## src/verilog/bcs_cfg.svh

```systemverilog
// Purpose: constants for the bus cycle status and strap block
// Assumes: included by the top module
// Notes: byte offsets on a 32-bit apb bus
`ifndef BCS_CFG_SVH
`define BCS_CFG_SVH
// ----------------------------------------
// register offsets
// ----------------------------------------
`define BCS_OFF_MPAUX 12'h000
`define BCS_OFF_LMSEL 12'h004
`define BCS_OFF_UMSEL 12'h008
`define BCS_OFF_CMD 12'h00c
`define BCS_OFF_DATA 12'h010
`define BCS_OFF_STAT 12'h014
`define BCS_OFF_MODE 12'h018
// ----------------------------------------
// fields
// ----------------------------------------
`define BCS_EX_BIT 7
`define BCS_DA_BIT 7
`define BCS_PBASE_HI 19
`define BCS_PBASE_LO 10
`define BCS_SEL6_IDX 3'h6
`define BCS_RGN_LOW 2'h1
`define BCS_RGN_UPPER 2'h2
`define BCS_RESET_ADDR 20'hffff0
// ----------------------------------------
// cycle type codes, active low on the pins
// ----------------------------------------
`define BCS_CT_INTA 3'h0
`define BCS_CT_IORD 3'h1
`define BCS_CT_IOWR 3'h2
`define BCS_CT_HALT 3'h3
`define BCS_CT_FETCH 3'h4
`define BCS_CT_MRD 3'h5
`define BCS_CT_MWR 3'h6
`define BCS_CT_PASSIVE 3'h7
// ----------------------------------------
// timing
// ----------------------------------------
`define BCS_TICK_DIV 2
`define BCS_START_HALF_PERIODS 13
`endif

```

## src/verilog/bcs_pkg.sv

```systemverilog
// Purpose: types for the bus cycle status and strap block
// Assumes: bcs_cfg.svh holds the numbers
// Notes: none
package bcs_pkg;
  typedef enum logic [2:0] {
    ST_START, ST_IDLE, ST_T1, ST_T2, ST_T3, ST_T4, ST_HOLD
  } bcs_state_t;

  typedef struct packed {
    logic [1:0] region;
    logic rfsh;
    logic lock;
    logic dma;
    logic [2:0] ctype;
    logic [19:0] addr;
  } bcs_req_t;

  typedef struct packed {
    logic [15:0] ad_o;
    logic ad_oe;
    logic [19:0] addr;
    logic rd_n;
    logic rd_oe;
    logic [2:0] ctype_n;
    logic ctype_oe;
    logic dma_flag;
    logic dma_oe;
    logic lock_n;
    logic sel6_n;
    logic a2;
    logic a2_oe;
    logic second_refresh_n;
    logic rfsh2_oe;
    logic rfsh_mid_n;
    logic hold_ack;
  } bcs_pins_t;
endpackage

```

## src/verilog/bcs_top.sv

```systemverilog
// Purpose: external bus control, cycle status, peripheral select six and straps
// Assumes: apb register access on pclk; bus runs on a tick enable from a divider
// Notes: one bus t-state per tick; writes to the command register start a cycle
// ----------------------------------------
// ----------------------------------------
`timescale 1ns/1ps
`include "bcs_cfg.svh"

module bcs_top #(
  parameter int TICK_DIV = `BCS_TICK_DIV
) (
  input wire logic pclk,
  input wire logic presetn,
  input wire logic psel,
  input wire logic penable,
  input wire logic pwrite,
  input wire logic [11:0] paddr,
  input wire logic [31:0] pwdata,
  output logic [31:0] prdata,
  output logic pready,
  output logic pslverr,
  input wire logic srdy,
  input wire logic ardy,
  input wire logic hold_req,
  input wire logic once_mode,
  input wire logic half_clock_strap_n,
  input wire logic second_refresh_i,
  input wire logic [15:0] ad_i,
  output bcs_pkg::bcs_pins_t pins
);
  import bcs_pkg::*;

  localparam int START_CYC = `BCS_START_HALF_PERIODS * TICK_DIV / 2;

  typedef struct packed {
    logic rs1;
    logic rs2;
    logic run;
    logic strap_done;
    logic aden;
    logic half;
    logic once;
    logic [15:0] cnt;
    logic [7:0] div;
    logic tick;
    bcs_state_t state;
    logic pending;
    bcs_req_t req;
    bcs_req_t cur;
    logic [15:0] wdata;
    logic [15:0] rdata;
    logic [9:0] pbase;
    logic ex;
    logic lm_da;
    logic um_da;
    logic psram;
    logic sy1;
    logic sy2;
    logic [31:0] prdata;
    logic pready;
    logic pslverr;
    bcs_pins_t pins;
  } bcs_st_t;

  bcs_st_t st_ff;
  bcs_st_t nxt_st;
  logic ready;
  logic is_read;
  logic is_write;
  logic addr_off;
  logic hit6;
  logic [15:0] div_lim;

  // ----------------------------------------
  // decode helpers
  // ----------------------------------------
  always_comb begin
    ready = srdy | st_ff.sy2;
    is_read = st_ff.cur.ctype == `BCS_CT_IORD || st_ff.cur.ctype == `BCS_CT_MRD
      || st_ff.cur.ctype == `BCS_CT_FETCH;
    is_write = st_ff.cur.ctype == `BCS_CT_IOWR || st_ff.cur.ctype == `BCS_CT_MWR;
    // strap low ignores the disable bits entirely
    addr_off = st_ff.aden && ((st_ff.cur.region == `BCS_RGN_LOW && st_ff.lm_da)
      || (st_ff.cur.region == `BCS_RGN_UPPER && st_ff.um_da));
    // seventh 256-byte region above the programmed base
    hit6 = st_ff.cur.addr[`BCS_PBASE_HI:8] == {st_ff.pbase, 2'h0} + 12'(`BCS_SEL6_IDX);
    div_lim = st_ff.half ? 16'(2 * TICK_DIV) : 16'(TICK_DIV);
  end

  // ----------------------------------------
  // next state
  // ----------------------------------------
  always_comb begin
    nxt_st = st_ff;
    // internal release sync; async reset path stays in the flops
    nxt_st.rs1 = 1'b1;
    nxt_st.rs2 = st_ff.rs1;
    nxt_st.run = st_ff.rs2;
    nxt_st.sy1 = ardy;
    nxt_st.sy2 = st_ff.sy1;
    nxt_st.tick = 1'b0;
    nxt_st.pready = 1'b0;
    nxt_st.pslverr = 1'b0;
    if (st_ff.rs2 && !st_ff.run) begin
      nxt_st.half = ~half_clock_strap_n;
      nxt_st.once = once_mode;
    end
    if (st_ff.run && !st_ff.strap_done) begin
      nxt_st.strap_done = 1'b1;
      nxt_st.aden = second_refresh_i;
    end
    // ----------------------------------------
    // tick divider
    // ----------------------------------------
    if (st_ff.run) begin
      if (16'(st_ff.div) + 16'h1 >= div_lim) begin
        nxt_st.div = 8'h0;
        nxt_st.tick = 1'b1;
      end else begin
        nxt_st.div = st_ff.div + 8'h1;
      end
    end
    // ----------------------------------------
    // apb slave, ready in the first access cycle, no wait state
    // ----------------------------------------
    if (psel && !penable) begin
      nxt_st.pready = 1'b1;
      nxt_st.prdata = 32'h0;
      unique case (paddr)
        `BCS_OFF_MPAUX: nxt_st.prdata = {14'h0, st_ff.pbase, st_ff.ex, 7'h0};
        `BCS_OFF_LMSEL: nxt_st.prdata = 32'(st_ff.lm_da) << `BCS_DA_BIT;
        `BCS_OFF_UMSEL: nxt_st.prdata = 32'(st_ff.um_da) << `BCS_DA_BIT;
        `BCS_OFF_CMD: nxt_st.prdata = {4'h0, st_ff.req};
        `BCS_OFF_DATA: nxt_st.prdata = {16'h0, st_ff.rdata};
        `BCS_OFF_STAT: nxt_st.prdata = {26'h0, st_ff.strap_done, st_ff.once, st_ff.half,
          st_ff.aden, st_ff.pins.hold_ack, st_ff.pending || st_ff.state != ST_IDLE};
        `BCS_OFF_MODE: nxt_st.prdata = {31'h0, st_ff.psram};
        default: nxt_st.pslverr = 1'b1;
      endcase
      if (pwrite && paddr == `BCS_OFF_CMD && (st_ff.pending || st_ff.state != ST_IDLE))
        nxt_st.pslverr = 1'b1;
    end
    if (psel && penable && st_ff.pready && pwrite && !st_ff.pslverr) begin
      unique case (paddr)
        `BCS_OFF_MPAUX: begin
          nxt_st.pbase = pwdata[17:8];
          nxt_st.ex = pwdata[`BCS_EX_BIT];
        end
        `BCS_OFF_LMSEL: nxt_st.lm_da = pwdata[`BCS_DA_BIT];
        `BCS_OFF_UMSEL: nxt_st.um_da = pwdata[`BCS_DA_BIT];
        `BCS_OFF_CMD: begin
          nxt_st.req = pwdata[27:0];
          nxt_st.pending = 1'b1;
        end
        `BCS_OFF_DATA: nxt_st.wdata = pwdata[15:0];
        `BCS_OFF_MODE: nxt_st.psram = pwdata[0];
        default: nxt_st.wdata = st_ff.wdata;
      endcase
    end
    // ----------------------------------------
    // bus cycle sequencer
    // ----------------------------------------
    if (st_ff.run && st_ff.tick) begin
      unique case (st_ff.state)
        ST_START: begin
          // counted in pclk below; tick plays no part in leaving start for t1
        end
        ST_IDLE: begin
          if (hold_req) begin
            nxt_st.state = ST_HOLD;
          end else if (st_ff.pending) begin
            nxt_st.pending = 1'b0;
            nxt_st.cur = st_ff.req;
            nxt_st.state = ST_T1;
          end
        end
        ST_T1: nxt_st.state = ST_T2;
        ST_T2: nxt_st.state = ST_T3;
        ST_T3: begin
          if (ready) begin
            nxt_st.state = ST_T4;
            if (is_read)
              nxt_st.rdata = ad_i;
          end
        end
        ST_T4: nxt_st.state = ST_IDLE;
        ST_HOLD: if (!hold_req) nxt_st.state = ST_IDLE;
      endcase
    end
    // startup: fetch from the reset address after 6.5 output clocks
    if (st_ff.run && st_ff.state == ST_START) begin
      if (st_ff.cnt + 16'h1 >= 16'(st_ff.half ? 2 * START_CYC : START_CYC)) begin
        nxt_st.state = ST_T1;
        nxt_st.cur = '{region: `BCS_RGN_UPPER, rfsh: 1'b0, lock: 1'b0, dma: 1'b0,
          ctype: `BCS_CT_FETCH, addr: `BCS_RESET_ADDR};
      end else begin
        nxt_st.cnt = st_ff.cnt + 16'h1;
      end
    end
    // ----------------------------------------
    // pin outputs
    // ----------------------------------------
    nxt_st.pins.hold_ack = nxt_st.state == ST_HOLD;
    nxt_st.pins.addr = st_ff.cur.addr;
    nxt_st.pins.ad_oe = 1'b0;
    nxt_st.pins.ad_o = st_ff.cur.addr[15:0];
    nxt_st.pins.rd_n = 1'b1;
    nxt_st.pins.ctype_n = `BCS_CT_PASSIVE;
    nxt_st.pins.dma_flag = 1'b0;
    nxt_st.pins.lock_n = 1'b1;
    nxt_st.pins.sel6_n = 1'b1;
    nxt_st.pins.second_refresh_n = 1'b1;
    nxt_st.pins.rfsh_mid_n = 1'b1;
    unique case (st_ff.state)
      ST_T1: begin
        nxt_st.pins.ad_oe = !addr_off;
        nxt_st.pins.ctype_n = st_ff.cur.ctype;
        nxt_st.pins.lock_n = !st_ff.cur.lock;
        nxt_st.pins.sel6_n = !hit6;
        if (!st_ff.ex)
          nxt_st.pins.a2 = st_ff.cur.addr[2];
        nxt_st.pins.second_refresh_n = !(st_ff.cur.rfsh && !st_ff.psram);
        nxt_st.pins.rfsh_mid_n = !(st_ff.cur.rfsh && st_ff.psram);
      end
      ST_T2, ST_T3, ST_T4: begin
        // reads float the bus first; the strobe follows one pclk later
        nxt_st.pins.ad_oe = is_write;
        nxt_st.pins.ad_o = st_ff.wdata;
        nxt_st.pins.rd_n = !(is_read && !st_ff.pins.ad_oe);
        nxt_st.pins.ctype_n = st_ff.state == ST_T4 ? `BCS_CT_PASSIVE : st_ff.cur.ctype;
        nxt_st.pins.dma_flag = st_ff.cur.dma;
        nxt_st.pins.sel6_n = !hit6 || st_ff.state == ST_T4;
        nxt_st.pins.second_refresh_n = !(st_ff.cur.rfsh && !st_ff.psram) || st_ff.state == ST_T4;
        nxt_st.pins.rfsh_mid_n = !(st_ff.cur.rfsh && st_ff.psram) || st_ff.state == ST_T4;
      end
      default: nxt_st.pins.ad_oe = 1'b0;
    endcase
    if (st_ff.state == ST_T4)
      nxt_st.pins.rd_n = 1'b1;
    // hold floats the status group; a2 keeps its latch
    nxt_st.pins.rd_oe = !nxt_st.pins.hold_ack && !st_ff.once;
    nxt_st.pins.ctype_oe = !nxt_st.pins.hold_ack && !st_ff.once;
    nxt_st.pins.dma_oe = !nxt_st.pins.hold_ack && !st_ff.once;
    nxt_st.pins.a2_oe = !st_ff.ex && !st_ff.once;
    nxt_st.pins.rfsh2_oe = st_ff.strap_done && !nxt_st.pins.hold_ack && !st_ff.once;
    if (nxt_st.pins.hold_ack) begin
      nxt_st.pins.sel6_n = 1'b1;
      nxt_st.pins.ad_oe = 1'b0;
    end
  end

  // ----------------------------------------
  // state register
  // ----------------------------------------
  // reset clears all but the idle-high pins, state and aden at once; release runs through rs1/rs2
  always_ff @(posedge pclk or negedge presetn) begin
    if (!presetn) begin
      st_ff <= '0;
      st_ff.state <= ST_START;
      st_ff.pins.rd_n <= 1'b1;
      st_ff.pins.ctype_n <= `BCS_CT_PASSIVE;
      st_ff.pins.lock_n <= 1'b1;
      st_ff.pins.sel6_n <= 1'b1;
      st_ff.pins.second_refresh_n <= 1'b1;
      st_ff.pins.rfsh_mid_n <= 1'b1;
      st_ff.aden <= 1'b1;
    end else begin
      st_ff <= nxt_st;
    end
  end

  assign prdata = st_ff.prdata;
  assign pready = st_ff.pready;
  assign pslverr = st_ff.pslverr;
  assign pins = st_ff.pins;
endmodule // bcs_top
```

## config.mk

```make
export PLATFORM = sky130hd
export DESIGN_NAME = bcs_top
export DESIGN_NICKNAME = d
export VERILOG_FILES = /design/src/verilog/bcs_pkg.sv /design/src/verilog/bcs_top.sv
export VERILOG_INCLUDE_DIRS = /design/src /design/src/verilog
export SDC_FILE = /design/constraint.sdc
export NUM_CORES = 1
export LEC_CHECK = 0
export ABC_CLOCK_PERIOD_IN_PS = 3100
export BUFFER_PORTS_ARGS = -buffer_cell sky130_fd_sc_hd__buf_2
export CAP_MARGIN = 25
export CORE_MARGIN = 2
export CORE_UTILIZATION = 59
export CTS_BUF_LIST = sky130_fd_sc_hd__clkbuf_2 sky130_fd_sc_hd__clkbuf_4 sky130_fd_sc_hd__clkbuf_8
export CTS_CLUSTER_SIZE = 14
export DETAILED_ROUTE_END_ITERATION = 12
export PLACE_DENSITY_LB_ADDON = 0.25
export SYNTH_ARGS = -nofsm -noshare
export SYNTH_HDL_FRONTEND = slang
export SYNTH_SLANG_ARGS = --single-unit
export TNS_END_PERCENT = 20
```

## constraint.sdc

```tcl
create_clock -name pclk -period 3.1 [get_ports pclk]
set_input_delay 0.62 -clock pclk [delete_from_list [all_inputs] [get_ports pclk]]
set_output_delay 0.62 -clock pclk [all_outputs]
set_load 0.03 [all_outputs]
```

==> key figures, run 1 <==
Status
  • Status: finished clean

Drt
  • Post-DR vias/cell: 5.59
  • Iteration-0 DRC count of the detailed router: 643
  • DRC: 0
  • Routed wire per std cell: 18.4 µm
  • DR vias: 6611
  • Drt total wl: 21.8 mm
  • Detailed Routing Iterations Pass 1: 7
  • Final ANT Viol Nets: 0

Final layout
  • Post-route cell area: 11300 µm²
  • Antenna Cells: 0
  • Most common cell after layout, fill and taps aside: dfrtp_1
  • Area grow syn2layout: 12.6%
  • Most frequent cells in the layout: dfrtp_1 (212), buf_2 (148), nand2_1 (101)
  • # nets final: 1016
  • Layout cell share with drive strength beyond 1: 37.3%

CTS
  • Clock sinks: 221
  • CTS Buffer Depth: 3
  • TritonCTS Buffers: 37
  • # hold bufs at CTS: 0
  • Later-pin clock latency in the skew report: 0.52 ns
  • Root Driver: clkbuf_8
  • Worst-path clk slew: 0.06 ns
  • H-Tree Depth: 2
  • CTS tree: done
  • CTS resizes: 0
  • Buffer count from post-CTS setup fixing: 0

Floorplan
  • Die H: 134 µm
  • Initial core utilization: 60.4%
  • Die area: 18000 µm²
  • Cell Rows: 47
  • I/O Pins: 158
  • Core footprint: 16600 µm²
  • Chip Width: 134 µm

Setup path
  • Worst setup EP type: flop
  • Worst path required time: 3.49 ns
  • Critical path, cell by cell: ha_1 -> xor2_1 -> ha_1 -> a21oi_1 -> o21ai_0 -> and3_1 -> a211oi_2 -> a21boi_2 -> buf_12 -> nand3b_1
  • Startpoint types: flop
  • CP max-delay cell: dfrtp_1
  • CP most frequent cell: ha_1
  • Critical setup path kind: reg -> reg
  • Max incr delay on CP: 0.43 ns
  • CP arrival: 3.18 ns
  • CP Max Fanout: 19

Place
  • Port buffer count: 149
  • Placer Congestion: 0.881
  • Placed Area: 10400 µm²
  • Pre-CTS setup slack: 0.349 ns
  • DP HPWL: 14.5 mm

Timing
  • Clock skew: 0.0212 ns
  • Setup TNS: 0 ns
  • Post-Route Hold Slack: 0.0935 ns
  • Final hold vios: 0
  • Slew @ Worst Pin: 0.806 ns
  • Period Utilization, post-route: 90.1%
  • Rel. slew slack: 46.3%
  • Maximum operating frequency: 0.358 GHz
  • Tmin final: 2.79 ns
  • RSZ-0062 raised after global routing: no
  • Final Slew Violations: 0
  • Setup ws final: 0.308 ns
  • Number of setup violations in the final report: 0

Pwr
  • Maximum VDD drop: 486 µV
  • Static Leak: 5.51 nW
  • Total chip power: 8.96 mW
  • Power Density: 794 nW/µm²

Global route
  • First-pass GRT wire length: 34.9 mm
  • Vias in the first global route: 6500
  • GRT Overall Usage: 25.0%
  • Antenna violations before repair: 1
  • Pin count of the biggest net entering global routing: 93
  • Overflow after GRT: 0

Worst hold path
  • Hold WC Path Type: in -> async

Yosys
  • Count of state elements after synthesis: 221
  • Post-synthesis cell type count: 67
  • Synth Instances: 851
  • Yosys warning count: 0
  • Cell Area, Synth: 10000 µm²
  • Seq/Total Area, Yosys: 55.3%
  • Number of enable flip-flop cells after synthesis: 0
  • Dominant synthesized flop cell: dfrtp_1
  • Fraction of registers with async set/reset: 100%
  • Synth Area per Inst: 11.8 µm²

Job
  • Max Cap Viol: 0
-- cell type report --
| type | count | area (µm²) |
|---|---|---|
| fill | 1276 | 5310 |
| timing repair buffer | 166 | 933 |
| multi-input combinational | 502 | 3660 |
| tap | 220 | 275 |
| inverter | 8 | 30.0 |
| sequential | 221 | 5540 |
| clock buffer | 57 | 722 |
| clock inverter | 8 | 118 |
-- where the power goes --
part	switching, mW	leakage (nW)	internal (mW)	total, mW
combinational	1.34	2.18	0.931	2.28
clock	1.11	0.442	1.73	2.85
sequential	0.419	2.89	3.42	3.84
-- layer usage --
metal,vias up,global-route usage [%],part of all wire (%)
met5,-,0,0
met3,21,4.65,6.4
met1,3315,35.5,44
met2,221,40.0,49
li1,3054,-,-
met4,0,6.67,1.2
-- state kept, by name (all words and copies together), names as in the netlist --
name / cells
pins: 51
pslverr: 1
pready: 1
prdata: 28
st_ff: 117
nxt_st: 23
-- worst paths after layout --
kind,startpoint,endpoint,slack (ns),depth (start not counted)
setup / recovery,st_ff[204],nxt_st[21],0.31,10
hold / removal,presetn,st_ff[199],0.09,1
setup reg to reg,st_ff[204],nxt_st[21],0.31,10
hold reg to reg,nxt_st[87],st_ff[87],0.35,0
max in group asynchronous,presetn,pins[6],2.11,2
min in group pclk,ardy,nxt_st[87],0.20,1
-- logic make-up (layout without fill, tap and decap cells) --
| group | Yosys count | count (layout) | synth area share, % |
|---|---|---|---|
| AND/OR/NAND/NOR | 269 | 269 | 15.1 |
| flip-flops | 221 | 221 | 55.3 |
| buffers and inverters | 131 | 239 | 8.40 |
| multiplexers | 98 | 98 | 11.0 |
| AO/OA/AOI/OAI | 96 | 96 | 6.75 |
| XOR/XNOR | 25 | 25 | 2.19 |
| adder cells (fa/ha/maj) | 9 | 9 | 1.12 |
| other | 2 | 5 | 0.0750 |
-- synthesized netlist by cell type, drive strengths merged, types with 3 or more instances --
library cell | count | area, µm²
nand2 | 101 | 379
a22oi | 4 | 30.0
inv | 8 | 30.0
nand3b | 22 | 290
dfstp | 9 | 236
a31oi | 6 | 37.5
or2 | 3 | 18.8
nand4b | 4 | 35.0
nor4b | 4 | 35.0
nor3 | 18 | 95.1
xnor2 | 15 | 131
clkbuf | 26 | 97.6
nand2b | 7 | 43.8
a21o | 3 | 22.5
nand3 | 17 | 90.1
nor2 | 38 | 143
a222oi | 14 | 140
buf | 97 | 713
dfrtp | 212 | 5310
and2 | 14 | 87.6
a21oi | 9 | 45.0
nor2b | 12 | 75.1
a211oi | 4 | 45.1
mux2 | 96 | 1080
and3 | 6 | 37.5
o21ai | 37 | 185
xor2 | 10 | 87.6
ha | 9 | 113
nand4 | 8 | 56.3
nor4 | 7 | 65.1
-- metrics by stage --
stage,cells,util (%)
after global routing,1182,68.0
after floorplan,854,-
after detailed placement,1117,62.9
final,1182,68.0
after global placement,1117,62.9
after CTS,1182,68.0
-- worst max-delay path, delay by kind of cell, from the launching register on --
family	cells	cell delay, ns
buffers and inverters	1	0.25
xor gates and xnor gates	1	0.16
and+or+nand+nor	2	0.35
AOI/OAI and AO/OA	4	0.92
DFF	1	0.43
adders and majority gates	2	0.56
Note: power is estimated with default switching activity, not from simulation.
==> run 2, diff against run 1 <==
--- a/config.mk
+++ b/config.mk
@@ -9,12 +9,13 @@
 export ABC_CLOCK_PERIOD_IN_PS = 3100
 export BUFFER_PORTS_ARGS = -buffer_cell sky130_fd_sc_hd__buf_2
 export CAP_MARGIN = 25
+export CORE_ASPECT_RATIO = 0.9
 export CORE_MARGIN = 2
 export CORE_UTILIZATION = 59
 export CTS_BUF_LIST = sky130_fd_sc_hd__clkbuf_2 sky130_fd_sc_hd__clkbuf_4 sky130_fd_sc_hd__clkbuf_8
 export CTS_CLUSTER_SIZE = 14
 export DETAILED_ROUTE_END_ITERATION = 12
-export PLACE_DENSITY_LB_ADDON = 0.25
+export PLACE_DENSITY = 0.9
 export SYNTH_ARGS = -nofsm -noshare
 export SYNTH_HDL_FRONTEND = slang
 export SYNTH_SLANG_ARGS = --single-unit
==> run 2 against run 1 <==
  * Non-clock buffer count rose by 3
  * Setup slack improved by 0.12 ns
  * First-iteration DRC count rose by 25%
  * Combinational power barely moved
  * Fmax rose by 4.5%
  * Total power fell by 1.5%
  * Die area barely moved
  * Core utilization fell by 0.97 points
==> key figures, run 2 (same netlist as run 1, synthesis figures left out) <==
Final layout
  • # nets final: 1019 (was 1016)
  • Largest Register: st_ff (unchanged)
  • Max reg flops: 117 (unchanged)
  • Utilization after layout: 67.0% (was 68.0%)
  • Most common cell after layout, fill and taps aside: dfrtp_1 (unchanged)
  • Most frequent cells in the layout: dfrtp_1 (212), buf_2 (148), nand2_1 (101) (unchanged)
  • Layout cell share with drive strength beyond 1: 37.6% (was 37.3%)
  • Area grow syn2layout: 11.9% (was 12.6%)
  • Post-route cell area: 11200 µm² (was 11300 µm²)

Floorplan
  • Initial core utilization: 59.9% (was 60.4%)
  • Cell Rows: 45 (was 47)
  • Die H: 128 µm (was 134 µm)
  • Die area: 18000 µm² (about the same)
  • I/O Pins: 158 (unchanged)
  • Core footprint: 16700 µm² (was 16600 µm²)
  • Chip Width: 141 µm (was 134 µm)

CTS
  • CTS resizes: 0 (unchanged)
  • CTS Buffer Depth: 3 (unchanged)
  • Buffer count from post-CTS setup fixing: 0 (unchanged)
  • Clock sinks: 221 (unchanged)
  • Root Driver: clkbuf_8 (unchanged)
  • Later-pin clock latency in the skew report: 0.53 ns (was 0.52 ns)
  • TritonCTS Buffers: 37 (unchanged)
  • Worst-path clk slew: 0.06 ns (about the same)
  • H-Tree Depth: 2 (unchanged)
  • # hold bufs at CTS: 0 (unchanged)
  • CTS tree: done (unchanged)

Status
  • Status: finished clean (unchanged)

Global route
  • Antenna violations before repair: 2 (was 1)
  • Overflow after GRT: 0 (unchanged)
  • First-pass GRT wire length: 37.1 mm (was 34.9 mm)
  • Vias in the first global route: 6781 (was 6500)
  • GRT Overall Usage: 26.5% (was 25.0%)
  • Pin count of the biggest net entering global routing: 86 (was 93)

Setup path
  • Critical path, cell by cell: ha_1 -> xor2_1 -> ha_1 -> a21oi_1 -> o21ai_0 -> and3_1 -> a211oi_2 -> buf_4 -> a21boi_2 -> buf_4 -> or2_1 (was ha_1 -> xor2_1 -> ha_1 -> a21oi_1 -> o21ai_0 -> and3_1 -> a211oi_2 -> a21boi_2 -> buf_12 -> nand3b_1)
  • RR Endpoint: st_ff[193] (was nxt_st[21])
  • Worst setup EP type: flop (unchanged)
  • Max incr delay on CP: 0.44 ns (was 0.43 ns)
  • Critical R2R Launch: st_ff[204] (unchanged)
  • Origin of the worst setup path: st_ff[204] (unchanged)
  • Startpoint types: flop (unchanged)
  • Reg2Reg Depth: 11 (was 10)
  • CP Max Fanout: 29 (was 19)
  • CP arrival: 3.08 ns (was 3.18 ns)
  • Register-to-register path setup slack: 0.43 ns (was 0.31 ns)
  • Critical setup path kind: reg -> reg (unchanged)
  • Critical Path End: st_ff[193] (was nxt_st[21])
  • CP max-delay cell: dfrtp_1 (unchanged)
  • Worst path required time: 3.51 ns (was 3.49 ns)

Drt
  • Post-DR vias/cell: 5.79 (was 5.59)
  • DR vias: 6824 (was 6611)
  • DRC: 0 (unchanged)
  • Final ANT Viol Nets: 0 (unchanged)
  • Routed wire per std cell: 19.9 µm (was 18.4 µm)
  • Iteration-0 DRC count of the detailed router: 802 (was 643)
  • Drt total wl: 23.5 mm (was 21.8 mm)
  • Detailed Routing Iterations Pass 1: 7 (unchanged)

Timing
  • Setup ws final: 0.427 ns (was 0.308 ns)
  • Clock skew: 0.0253 ns (was 0.0212 ns)
  • Final hold vios: 0 (unchanged)
  • Rel. slew slack: 42.3% (was 46.3%)
  • Setup TNS: 0 ns (unchanged)
  • Number of setup violations in the final report: 0 (unchanged)
  • Maximum operating frequency: 0.374 GHz (was 0.358 GHz)
  • RSZ-0062 raised after global routing: no (unchanged)
  • Slew @ Worst Pin: 0.863 ns (was 0.806 ns)
  • Tmin final: 2.67 ns (was 2.79 ns)
  • Period Utilization, post-route: 86.2% (was 90.1%)
  • Final Slew Violations: 0 (unchanged)

Place
  • Placed Area: 10400 µm² (about the same)
  • Placer Congestion: 0.898 (was 0.881)
  • Port buffer count: 149 (unchanged)
  • DP HPWL: 15.6 mm (was 14.5 mm)
  • Pre-CTS setup slack: 0.446 ns (was 0.349 ns)

Pwr
  • Static Leak: 5.50 nW (was 5.51 nW)
  • Power Density: 787 nW/µm² (was 794 nW/µm²)
  • Maximum VDD drop: 422 µV (was 486 µV)
  • Total chip power: 8.82 mW (was 8.96 mW)

Job
  • Max Cap Viol: 0 (unchanged)

Worst hold path
  • Hold WC Path Type: in -> async (unchanged)
run 2: power by group:
part	switching, mW	internal, mW	total (mW)
Sequential	0.443	3.42	3.86
Combinational	1.37	0.935	2.31
Clock	1.16	1.50	2.66
run 2: metal layers:
metal / vias to the layer above / share of wire [%] / global-route usage, %
met5: - / 0.055 / 0
met4: 2 / 3.0 / 10.4
met3: 52 / 8.9 / 7.31
met2: 346 / 46 / 39.8
met1: 3364 / 42 / 36.9
li1: 3060 / - / -
run 2: how the worst min path moves through the flow:
stage,startpoint,cells past startpoint,endpoint
2_1_floorplan,presetn,0,nxt_st[16]
3_3_place_gp,nxt_st[225],0,nxt_st[224]
3_5_place_dp,nxt_st[225],0,nxt_st[224]
4_1_cts,presetn,1,nxt_st[224]
5_1_grt,presetn,1,st_ff[197]
6_report,presetn,1,st_ff[196]
run 2: layout make-up:
| type | count | area, µm² |
|---|---|---|
| flip-flops and latches | 221 | 5540 |
| diodes | 2 | 5.00 |
| inverters | 8 | 30.0 |
| well taps | 211 | 264 |
| clock buffers | 59 | 731 |
| repair buffers | 169 | 943 |
| multi-input cells | 502 | 3660 |
| fillers | 1206 | 5510 |
| clock inverters | 7 | 37.5 |
run 2: through the flow:
stage / instances / hold slack, ns
global placement: 1111 / 0.332
detailed placement: 1111 / 0.346
CTS: 1177 / 0.110
finish: 1179 / 0.0818
floorplan: 854 / 0.324
global route: 1178 / 0.123
run 2: critical path, delay by kind of cell, from the launching register on:
family	cells	cell delay, ns
fa+ha+maj	2	0.58
simple gates	2	0.44
flops	1	0.44
xor+xnor	1	0.17
buf+inv	2	0.43
compound gates	4	0.50
==> run 3, diff against run 2 <==
--- a/config.mk
+++ b/config.mk
@@ -6,6 +6,7 @@
 export SDC_FILE = /design/constraint.sdc
 export NUM_CORES = 1
 export LEC_CHECK = 0
+export ABC_AREA = 1
 export ABC_CLOCK_PERIOD_IN_PS = 3100
 export BUFFER_PORTS_ARGS = -buffer_cell sky130_fd_sc_hd__buf_2
 export CAP_MARGIN = 25
@@ -15,7 +16,7 @@
 export CTS_BUF_LIST = sky130_fd_sc_hd__clkbuf_2 sky130_fd_sc_hd__clkbuf_4 sky130_fd_sc_hd__clkbuf_8
 export CTS_CLUSTER_SIZE = 14
 export DETAILED_ROUTE_END_ITERATION = 12
-export PLACE_DENSITY = 0.9
+export PLACE_DENSITY = 0.89
 export SYNTH_ARGS = -nofsm -noshare
 export SYNTH_HDL_FRONTEND = slang
 export SYNTH_SLANG_ARGS = --single-unit
==> run 3 against run 2 <==
  * Clock power barely moved
  * Clock-buffer cell count fell by 1
  * Sequential share of layout area fell by 1.6 points
  * Critical path type unchanged
  * Critical endpoint is now nxt_st[23]
==> key figures, run 3 <==
Status
  • Status: finished clean (unchanged)

CTS
  • # hold bufs at CTS: 0 (unchanged)
  • Root Driver: clkbuf_8 (unchanged)
  • Worst-path clk slew: 0.06 ns (about the same)
  • Clock sinks: 221 (unchanged)
  • CTS tree: done (unchanged)
  • TritonCTS Buffers: 37 (unchanged)
  • H-Tree Depth: 2 (unchanged)
  • Later-pin clock latency in the skew report: 0.55 ns (was 0.53 ns)
  • CTS resizes: 0 (unchanged)
  • CTS Buffer Depth: 3 (unchanged)
  • Buffer count from post-CTS setup fixing: 0 (unchanged)

Drt
  • DRC: 0 (unchanged)
  • WL met3: 2.22 mm (was 2.10 mm)
  • Iteration-0 DRC count of the detailed router: 776 (was 802)
  • Met2 Routed Length: 10.2 mm (was 10.8 mm)
  • Detailed Routing Iterations Pass 1: 5 (was 7)
  • Met1 WL: 10.8 mm (was 9.84 mm)
  • DR vias: 7912 (was 6824)
  • DR top layer: met5 (unchanged)
  • Drt total wl: 23.7 mm (was 23.5 mm)
  • Final ANT Viol Nets: 0 (unchanged)
  • Post-DR vias/cell: 5.27 (was 5.79)
  • Routed wire per std cell: 15.8 µm (was 19.9 µm)

Pwr
  • Static Leak: 5.89 nW (was 5.50 nW)
  • Power Density: 710 nW/µm² (was 787 nW/µm²)
  • Maximum VDD drop: 465 µV (was 422 µV)

Timing
  • Final Slew Violations: 0 (unchanged)
  • Tmin final: 2.53 ns (was 2.67 ns)
  • Maximum operating frequency: 0.396 GHz (was 0.374 GHz)
  • Period Utilization, post-route: 81.5% (was 86.2%)
  • Post-Route Hold Slack: 0.0641 ns (was 0.0818 ns)
  • RSZ-0062 raised after global routing: no (unchanged)
  • Final hold vios: 0 (unchanged)
  • Rel. slew slack: 46.2% (was 42.3%)
  • Setup TNS: 0 ns (unchanged)
  • Slew @ Worst Pin: 0.804 ns (was 0.863 ns)
  • Clock skew: 0.0431 ns (was 0.0253 ns)
  • Number of setup violations in the final report: 0 (unchanged)

Final layout
  • Most common cell after layout, fill and taps aside: nand2_1 (was dfrtp_1)
  • FILL cells: 1319 (was 1206)
  • Non-Filler Instances: 1501 (was 1179)
  • Most frequent cells in the layout: nand2_1 (249), dfrtp_1 (212), buf_2 (148) (was dfrtp_1 (212), buf_2 (148), nand2_1 (101))
  • Area grow syn2layout: 11.2% (was 11.9%)
  • # nets final: 1316 (was 1019)
  • Post-route cell area: 11600 µm² (was 11200 µm²)
  • Antenna Cells: 0 (was 2)
  • Register area: 5540 µm² (unchanged)
  • Layout cell share with drive strength beyond 1: 26.4% (was 37.6%)
  • Footprint of the multi-input gates: 3510 µm² (was 3660 µm²)
  • Max reg flops: 117 (unchanged)
  • Largest Register: st_ff (unchanged)

Global route
  • Antenna violations before repair: 1 (was 2)
  • Overflow after GRT: 0 (unchanged)
  • Vias in the first global route: 7598 (was 6781)
  • GRT Overall Usage: 26.1% (was 26.5%)
  • Pin count of the biggest net entering global routing: 94 (was 86)
  • First-pass GRT wire length: 37.9 mm (was 37.1 mm)

Floorplan
  • Die area: 18700 µm² (was 18000 µm²)
  • Cell Rows: 46 (was 45)
  • I/O Pins: 158 (unchanged)
  • Core footprint: 17400 µm² (was 16700 µm²)
  • Initial core utilization: 59.7% (was 59.9%)
  • Die H: 130 µm (was 128 µm)
  • Chip Width: 144 µm (was 141 µm)

Yosys
  • Top area cells in the synthesized netlist: dfrtp_1 (51%), nand2_1 (9.0%), buf_4 (6.1%), inv_1 (5.0%), o21ai_0 (4.8%) (was dfrtp_1 (53%), mux2_2 (11%), buf_4 (6.5%), nand2_1 (3.8%), dfstp_2 (2.4%))
  • Synth top area share: 50.9% (was 53.0%)
  • Post-synthesis cell type count: 38 (was 67)
  • Dominant synthesized flop cell: dfrtp_1 (unchanged)
  • Synth Instances: 1150 (was 851)
  • Yosys warning count: 0 (unchanged)
  • Biggest area consumer among synthesized cells: dfrtp_1 (unchanged)
  • Fraction of registers with async set/reset: 100% (unchanged)
  • Count of state elements after synthesis: 221 (unchanged)
  • Number of enable flip-flop cells after synthesis: 0 (unchanged)
  • Synth Area per Inst: 9.06 µm² (was 11.8 µm²)
  • Post-synth top cells: nand2_1 (249), dfrtp_1 (212), inv_1 (140) (was dfrtp_1 (212), nand2_1 (101), mux2_2 (95))
  • Cell Area, Synth: 10400 µm² (was 10000 µm²)
  • Seq/Total Area, Yosys: 53.2% (was 55.3%)
  • Most common cell in the netlist: nand2_1 (was dfrtp_1)

Setup path
  • CP arrival: 2.91 ns (was 3.08 ns)
  • Startpoint types: flop (unchanged)
  • Worst path required time: 3.48 ns (was 3.51 ns)
  • Worst setup EP type: flop (unchanged)
  • CP Max Fanout: 19 (was 29)
  • Critical setup path kind: reg -> reg (unchanged)

Place
  • Port buffer count: 149 (unchanged)
  • DP HPWL: 16.6 mm (was 15.6 mm)
  • Placed Area: 10800 µm² (was 10400 µm²)
  • Placer Congestion: 0.883 (was 0.898)
  • Placed insts: 1437 (was 1111)

Worst hold path
  • Hold WC Path Type: in -> async (unchanged)

Job
  • Max Cap Viol: 0 (unchanged)
==> run 3: cell types whose count changed in the layout (fill, tap and decap cells not counted), moves of 19 or more <==
cell,delta
inv_1,+132
mux2_2,-77
nand3_1,+19
nor2_1,+34
o21ai_0,+63
nand2_1,+148
==> run 3: logic make-up after synthesis <==
| logic type | count (synthesis) | synth area share, % |
|---|---|---|
| flip-flops | 221 | 53.2 |
| XOR/XNOR | 14 | 1.18 |
| AO/OA/AOI/OAI | 164 | 9.09 |
| adder cells (fa/ha/maj) | 9 | 1.08 |
| other | 2 | 0.0721 |
| multiplexers | 22 | 2.38 |
| AND/OR/NAND/NOR | 447 | 19.8 |
| buffers and inverters | 271 | 13.2 |
==> run 3: routing by layer <==
| layer | track usage [%] | vias to the layer above |
|---|---|---|
| li1 | - | 3721 |
| met1 | 38.4 | 3775 |
| met2 | 38.3 | 358 |
| met3 | 6.83 | 56 |
| met4 | 8.13 | 2 |
| met5 | 0 | - |
==> run 3: final timing paths <==
check	start	slack, ns	depth (start not counted)	end
min in group pclk	ardy	0.19	1	nxt_st[87]
max reg2reg	st_ff[204]	0.57	13	nxt_st[23]
min reg2reg	nxt_st[87]	0.35	0	st_ff[87]
max in group asynchronous	presetn	2.19	2	pins[11]
min	presetn	0.06	1	nxt_st[87]
max	st_ff[204]	0.57	13	nxt_st[23]
==> run 3: cell type report <==
class	instances	area share, %
timing repair buffer	164	7.71
clock inverter	6	0.346
inverter	151	4.89
tap	240	2.59
multi-input combinational	661	30.3
clock buffer	58	6.30
sequential	221	47.8
==> run 3: worst max-delay path, cell delays in order, from the launching register on <==
cell     delay (ns)
dfrtp_1        0.42
ha_1           0.25
nand2_1        0.08
nor2_1         0.12
xor2_1         0.20
ha_1           0.26
inv_1          0.05
nor2_1         0.04
nand2_1        0.06
nand3_2        0.13
nor2_8         0.20
nand2_4        0.19
nand2_8        0.24
nand3_1        0.11
==> run 3: power by group <==
group | internal, mW | switching (mW) | leakage, nW | total (mW)
combinational | 0.663 | 1.32 | 2.73 | 1.98
clock | 1.50 | 1.15 | 0.415 | 2.65
sequential | 3.34 | 0.258 | 2.74 | 3.59
total | 5.50 | 2.73 | 5.89 | 8.23
==> run 3: stage by stage <==
| step | setup WS, ns | utilization [%] | total power, mW |
|---|---|---|---|
| detailed placement | 0.593 | 62.0 | 5.60 |
| global route | 0.336 | 66.4 | 8.64 |
| finish | 0.573 | 66.4 | 8.23 |
| CTS | 0.556 | 66.4 | 8.26 |
| global placement | 0.645 | 62.0 | 5.53 |
| floorplan | 0.994 | - | 5.25 |
